==> config.mk <==
export PLATFORM = sky130hd
export DESIGN_NAME = rai_relay_assign
export DESIGN_NICKNAME = d
export VERILOG_FILES = /design/src/hdl/rai_pkg.sv /design/src/hdl/rai_relay_assign.sv
export SDC_FILE = /design/constraint.sdc
export NUM_CORES = 1
export LEC_CHECK = 0
export ABC_AREA = 1
export BUFFER_PORTS_ARGS = -buffer_cell sky130_fd_sc_hd__buf_2
export CORE_UTILIZATION = 40
export DETAILED_ROUTE_END_ITERATION = 10
export PLACE_DENSITY = 0.95
export SLEW_MARGIN = 20
export SYNTH_ARGS = -nofsm -noshare
export SYNTH_HDL_FRONTEND = slang
export SYNTH_SLANG_ARGS = --single-unit
==> constraint.sdc <==
create_clock -name sys_clk -period 1.5 [get_ports sys_clk]
set_input_delay 0.15 -clock sys_clk [delete_from_list [all_inputs] [get_ports sys_clk]]
set_output_delay 0.15 -clock sys_clk [all_outputs]
set_load 0.02 [all_outputs]
==> src/hdl/rai_pkg.sv <==
// constants and types for the relay assignment and inhibit block
// assumes one system clock; register port carries 16-bit register addresses
package rai_pkg;

    // ----------------------------------------------------------------
    // register addresses (32-bit bitmaps)
    // ----------------------------------------------------------------
    localparam logic [15:0] ADDR_INS_MAP  = 16'hBE4;
    localparam logic [15:0] ADDR_PREV_MAP = 16'hBE6;

    // ----------------------------------------------------------------
    // bitmap field positions
    // ----------------------------------------------------------------
    localparam int BIT_PRE_ALARM  = 0;
    localparam int BIT_INS_ALARM  = 4;
    localparam int BIT_INJ_INHIB  = 8;
    localparam int BIT_SYS_ERROR  = 16;
    localparam int BIT_PROD_ERROR = 24;

    localparam logic [31:0] MAP_DEFINED = 32'h0101_0111;
    localparam logic [31:0] INS_WR_MASK = 32'h0101_0101;
    localparam logic [31:0] PREV_WR_MASK = 32'h0101_0110;

    // ----------------------------------------------------------------
    // factory reset values
    // ----------------------------------------------------------------
    localparam logic [31:0] INS_MAP_RESET  = 32'h0101_0010;
    localparam logic [31:0] PREV_MAP_RESET = 32'h0101_0000;

    // ----------------------------------------------------------------
    // modes and carriers
    // ----------------------------------------------------------------
    typedef enum logic [1:0] {
        PREV_STANDARD,
        PREV_FAILSAFE,
        PREV_MIRROR
    } rai_prev_mode_e;

    typedef enum logic [1:0] {
        INH_NO,
        INH_NC,
        INH_OFF
    } rai_inh_mode_e;

    typedef struct packed {
        logic        read;
        logic        write;
        logic [15:0] addr;
        logic [31:0] wdata;
    } rai_req_s;

    typedef struct packed {
        logic        valid;
        logic        error;
        logic [31:0] rdata;
    } rai_resp_s;

endpackage

==> src/hdl/rai_relay_assign.sv <==
// relay assignment bitmaps, relay drive and injection inhibit decision
// assumes register requests and settings come from logic on sys_clk;
// only the inhibit contact arrives from a pin
//
// How it works
// RQ1 - two 32-bit bitmaps: main relay at 0xBE4, preventive relay at 0xBE6
// RQ2 - bit 0 is preventive alarm; read-only in the preventive bitmap
// RQ3 - bit 4 is insulation alarm; read-only in the main bitmap
// RQ4 - bits 8, 16, 24: inhibit, system error, product error; rest reserved
// RQ5 - failed self-test counts as product error
// RQ6 - factory reset main bitmap: insulation alarm, system and product error
// RQ7 - factory reset preventive bitmap: system and product error only
// RQ8 - threshold not off forces preventive alarm bit in preventive bitmap
// RQ9 - mirror mode clears preventive bitmap, follows main relay, refuses writes
// RQ10 - acknowledge off clears inhibit bit in both bitmaps, refuses it
// RQ11 - acknowledge on sets inhibit bit in main bitmap
// RQ12 - normally-open input: inject while open, stop while closed
// RQ13 - normally-closed input: inject while closed, stop while open
// RQ14 - input off: pin ignored, exclusion only by protocol command
// RQ15 - outside logic lets at most one device inject per system
// RQ16 - two feeders: outside logic inhibits second device when both closed
// RQ17 - assignments changed only by register port, shown read-only on display
// RQ18 - mirror follows main relay only while device operates correctly
// RQ19 - relay asserted when any assigned state is active
// RQ20 - reserved bits read zero and ignore writes
`timescale 1ns/10ps
`default_nettype none

module rai_relay_assign (
    input  wire logic                    sys_clk,
    input  wire logic                    sys_rst,
    input  wire rai_pkg::rai_req_s       regReq,
    output var  rai_pkg::rai_resp_s      regResp,
    input  wire logic                    factoryReset,
    input  wire logic                    prevThresholdOn,
    input  wire rai_pkg::rai_prev_mode_e preventive_relay_mode,
    input  wire logic                    inhibitAck,
    input  wire rai_pkg::rai_inh_mode_e  inhibitInputMode,
    input  wire logic                    inhibitContactClosed,
    input  wire logic                    busInhibitCmd,
    input  wire logic                    preAlarmState,
    input  wire logic                    insAlarmState,
    input  wire logic                    systemErrorState,
    input  wire logic                    productErrorState,
    input  wire logic                    selfTestFailed,
    input  wire logic                    deviceOperating,
    output logic                         main_alarm_relay,
    output logic                         preventive_alarm_relay,
    output logic                         injectEnable,
    output logic [31:0]                  displayInsMap,
    output logic [31:0]                  displayPrevMap
);
    import rai_pkg::*;

    // ----------------------------------------------------------------
    // inhibit contact synchroniser
    // ----------------------------------------------------------------
    logic contactMeta;
    logic contactSync;

    always_ff @(posedge sys_clk or posedge sys_rst) begin
        if (sys_rst) begin
            contactMeta <= 1'b0;
            contactSync <= 1'b0;
        end else begin
            contactMeta <= inhibitContactClosed;
            contactSync <= contactMeta;
        end
    end

    // ----------------------------------------------------------------
    // injection inhibit decision
    // ----------------------------------------------------------------
    logic inhibited;
    logic next_inhibited;

    always_comb begin
        case (inhibitInputMode)
            INH_NO:  next_inhibited = contactSync;     // RQ12
            INH_NC:  next_inhibited = !contactSync;    // RQ13
            default: next_inhibited = busInhibitCmd;   // RQ14
        endcase
    end

    always_ff @(posedge sys_clk or posedge sys_rst) begin
        if (sys_rst) begin
            inhibited    <= 1'b0;
            injectEnable <= 1'b1;
        end else begin
            inhibited    <= next_inhibited;
            // own flop so the injection output never glitches
            injectEnable <= !next_inhibited;
        end
    end

    // ----------------------------------------------------------------
    // bitmaps
    // ----------------------------------------------------------------
    logic [31:0] insMap;
    logic [31:0] prevMap;
    logic [31:0] next_insMap;
    logic [31:0] next_prevMap;
    logic        wrIns;
    logic        wrPrev;
    logic        isMirror;

    // merge a write into a map, only through the writable mask
    function automatic logic [31:0] merge(input logic [31:0] cur,
                                          input logic [31:0] wd,
                                          input logic [31:0] mask);
        merge = (cur & ~mask) | (wd & mask);
    endfunction

    assign isMirror = (preventive_relay_mode == PREV_MIRROR);

    always_comb begin
        wrIns  = 1'b0;
        wrPrev = 1'b0;
        if (regReq.write && regReq.addr == ADDR_INS_MAP) begin
            wrIns = 1'b1;
        end else if (regReq.write && regReq.addr == ADDR_PREV_MAP) begin
            wrPrev = 1'b1;
        end
    end

    always_comb begin
        next_insMap  = insMap;
        next_prevMap = prevMap;
        if (factoryReset) begin
            next_insMap  = INS_MAP_RESET;    // RQ6
            next_prevMap = PREV_MAP_RESET;   // RQ7
        end else begin
            if (wrIns) begin
                next_insMap = merge(insMap, regReq.wdata, INS_WR_MASK);   // RQ17
            end
            if (wrPrev && !isMirror) begin
                next_prevMap = merge(prevMap, regReq.wdata, PREV_WR_MASK);
            end
        end
        // forcing is applied last so it overrides any write in the same cycle
        next_insMap[BIT_INS_ALARM]   = 1'b1;                  // RQ3
        next_prevMap[BIT_PRE_ALARM]  = prevThresholdOn;       // RQ2 RQ8
        if (!inhibitAck) begin
            next_insMap[BIT_INJ_INHIB]  = 1'b0;               // RQ10
            next_prevMap[BIT_INJ_INHIB] = 1'b0;               // RQ10
        end else begin
            next_insMap[BIT_INJ_INHIB]  = 1'b1;               // RQ11
        end
        if (isMirror) begin
            next_prevMap = 32'h0000_0000;                     // RQ9
        end
        next_insMap  = next_insMap & MAP_DEFINED;             // RQ4 RQ20
        next_prevMap = next_prevMap & MAP_DEFINED;            // RQ20
    end

    always_ff @(posedge sys_clk or posedge sys_rst) begin
        if (sys_rst) begin
            insMap  <= INS_MAP_RESET;    // RQ1 RQ6
            prevMap <= PREV_MAP_RESET;   // RQ1 RQ7
        end else begin
            insMap  <= next_insMap;
            prevMap <= next_prevMap;
        end
    end

    // ----------------------------------------------------------------
    // register read answer
    // ----------------------------------------------------------------
    rai_resp_s next_regResp;

    always_comb begin
        next_regResp = '0;
        if (regReq.read || regReq.write) begin
            next_regResp.valid = 1'b1;
            if (regReq.addr == ADDR_INS_MAP) begin
                next_regResp.rdata = insMap;
            end else if (regReq.addr == ADDR_PREV_MAP) begin
                next_regResp.rdata = prevMap;
            end else begin
                next_regResp.error = 1'b1;
            end
        end
    end

    always_ff @(posedge sys_clk or posedge sys_rst) begin
        if (sys_rst) begin
            regResp <= '0;
        end else begin
            regResp <= next_regResp;
        end
    end

    // ----------------------------------------------------------------
    // relay drive
    // ----------------------------------------------------------------
    logic [31:0] stateVec;
    logic        mainHit;
    logic        prevHit;
    logic        next_mainRelay;
    logic        next_prevRelay;

    always_comb begin
        stateVec                 = 32'h0000_0000;
        stateVec[BIT_PRE_ALARM]  = preAlarmState;
        stateVec[BIT_INS_ALARM]  = insAlarmState;
        stateVec[BIT_INJ_INHIB]  = inhibited;
        stateVec[BIT_SYS_ERROR]  = systemErrorState;
        stateVec[BIT_PROD_ERROR] = productErrorState || selfTestFailed;   // RQ5
    end

    assign mainHit = |(insMap & stateVec);    // RQ19
    assign prevHit = |(prevMap & stateVec);   // RQ19

    always_comb begin
        next_mainRelay = mainHit;
        if (isMirror) begin
            // an inoperative device drops the copy so the pair reveals it
            next_prevRelay = mainHit && deviceOperating;   // RQ9 RQ18
        end else begin
            next_prevRelay = prevHit;
        end
    end

    always_ff @(posedge sys_clk or posedge sys_rst) begin
        if (sys_rst) begin
            main_alarm_relay       <= 1'b0;
            preventive_alarm_relay <= 1'b0;
        end else begin
            main_alarm_relay       <= next_mainRelay;
            preventive_alarm_relay <= next_prevRelay;
        end
    end

    assign displayInsMap  = insMap;    // RQ17
    assign displayPrevMap = prevMap;   // RQ17
endmodule // rai_relay_assign

`default_nettype wire

==> qor.yml <==
power_density_nw_per_um2: 829
cts_resized: 0
place.port_buffers: 58
track_usage: 0.140
yosysSeqAreaShare: 0.315
cap_violations: 0
ir_worst_vdd_v: 0.000469
overflow: 0
gp_congestion: 0.803
yosys_warnings: 0
ys_seq_elements: 22
cp-start-kind: "register"
met1_usage: 0.136
initial_core_util: 0.430
netlist_top_cells_area: "buf_4, dfrtp_1, nand2_1"
grt_pass1_vias: 1131
synth.largest_area_cell: "buf_4"
outcome: "finished clean"
first_pass_iters: 4
grt_antenna_before_repair: 0
r2r_start: "displayPrevMap[4]$_DFFE_PP0P_"
worst-path-max-fanout: 4
cts.sinks: 22
coreArea_um2: 4120
finalCritPeriodShare: 0.778
syn-cell-area_um2: 1770
arrival_ps: 1020
cts_hold_buf: 2
first_iter_violations: 91
crit_start: "displayPrevMap[16]$_DFFE_PP1P_"
drive_gt1_frac: 0.273
clockRootBuffer: "clkbuf_8"
numCtsBuffers: 3
cp.required_ps: 1350
ff2ff_setup_slack_ps: 450
fin_worst_skew_ps: 4.59
detail_route.wl_per_cell_um: 9.89
cp.buffers_inverters: 1
hold_violations: 0
setup_violations: 0
criticalPathCategory: "reg2out"
worstSetupEndpointType: "output pin"
hold_start: "inhibitAck"
multi_input_area_um2: 802
cts_tree: "yes"
antenna_left: 0
die_w_um: 68.5
p_leak_nw: 1.18
fin_setup_tns_ps: 0
fmax_mhz: 856
yosysTopAreaCellShare: 0.348
use_met2: 0.263
busiest_layer: "met2"
critPathSlowestCell: "dfstp_2"
layout.nets: 365
use_met3: 0.0367
area_delta_synth_final_pct: 8.14
dieArea_um2: 4690
slowest_delay_ps: 580
path_clk_slew_ps: 80
synth_cell_types: 23
fillerInstances: 417
io_pins: 168
min_period_ps: 1170
crit_family: "flip-flops"
h-tree-depth: 1
cts_buffer_depth: 2
viasPerCell: 3.99
num_vias: 1383
die_y_um: 68.5
seqCellArea_um2: 557
synthCells: 233
grt_setup_unrepaired: "no"
grt_max_degree: 23
rows: 23
hold_path.class: "in2reg"
post_cts_buffers: 0
clk_latency_ps: 260
n_antenna_cell: 0
drv_slew: 0
fin_area_um2: 1910
cp_cell_sequence: "buf_2"
grt_pass1_wl_um: 4710
hpwl_um: 2800
dpl-instance-area_um2: 1820
drt-total-wl_um: 3430
synth_area_per_cell_um2: 7.59
drc: 0
## layout by cell type, fill, tap and decap left out, types with 2 or more instances in the layout
master         count
clkbuf_8           3
dlygate4sd3_1      2
nor2_1            23
o21ai_0            2
nand4_1            5
nand2_4            2
nand3_1           11
conb_1            82
nand2_1           41
dfrtp_1           17
nor2_2             3
inv_1             22
inv_2              2
a21oi_1            6
buf_4              2
a22o_1             2
dfstp_2            5
buf_2             58
## sequential cells by signal, indices dropped and copies added (netlist names)
register,cells
contactMeta,1
contactSync,1
displayInsMap,4
displayPrevMap,5
inhibited,1
injectEnable,1
main_alarm_relay,1
preventive_alarm_relay,1
regResp,7
## cell type report
class,instances,share of cell area
Multi-Input combinational cell,184,0.420
Sequential cell,22,0.291
Timing Repair Buffer,62,0.170
Inverter,25,0.0491
Tap cell,50,0.0327
Clock buffer,3,0.0216
Clock inverter,1,0.0157
## through the flow
stage / power, W / hold WS (ps) / cells / utilization / setup slack (ps)
floorplan: 0.00109 / 136 / 313 / - / 484
global placement: 0.00102 / 191 / 341 / 0.442 / 373
finish: 0.00159 / 12.7 / 347 / 0.465 / 332
CTS: 0.00159 / 6.04 / 347 / 0.465 / 335
detailed placement: 0.00103 / 199 / 341 / 0.442 / 313
global route: 0.00166 / 11.2 / 347 / 0.465 / 312
## routing by layer
| layer | part of all wire | wire length, um |
|---|---|---|
| met2 | 0.53 | 1820 |
| met1 | 0.34 | 1180 |
| met3 | 0.10 | 357 |
| met5 | 0 | 0 |
| met4 | 0.021 | 73 |
## cells by family after synthesis
family / count (synthesis) / share of synthesized area
AND/OR/NAND/NOR: 91 / 0.243
buffers and inverters: 107 / 0.401
AO/OA/AOI/OAI: 11 / 0.0368
other: 2 / 0.00425
flip-flops: 22 / 0.315
## cells in the mapped netlist, drive strengths merged
cell / instances
or3b: 1
buf: 82
inv: 24
nand2: 44
o21ai: 2
nor2: 28
nand4: 5
conb: 2
a22o: 2
nand3: 12
nor3: 1
dfrtp: 17
a21boi: 1
dfstp: 5
a21oi: 6
clkinv: 1
## final timing paths
kind                                                          to  depth (start not counted)
worst max-delay path                          displayPrevMap[16]                          1
worst max register to register  preventive_alarm_relay$_DFF_PP0_                          5
max in group asynchronous          displayInsMap[16]$_DFFE_PP1P_                          4
worst min-delay path                  displayInsMap[8]$_DFF_PP0_                          1
worst min register to register             contactSync$_DFF_PP0_                          0
min in group asynchronous          displayPrevMap[8]$_DFFE_PP0P_                          4
## where the power goes
part	internal (W)	switching (W)
Clock	0.000356	0.000198
Sequential	0.000624	0.0000163
Combinational	0.0000875	0.000303
Note: power is estimated with default switching activity, not from simulation.
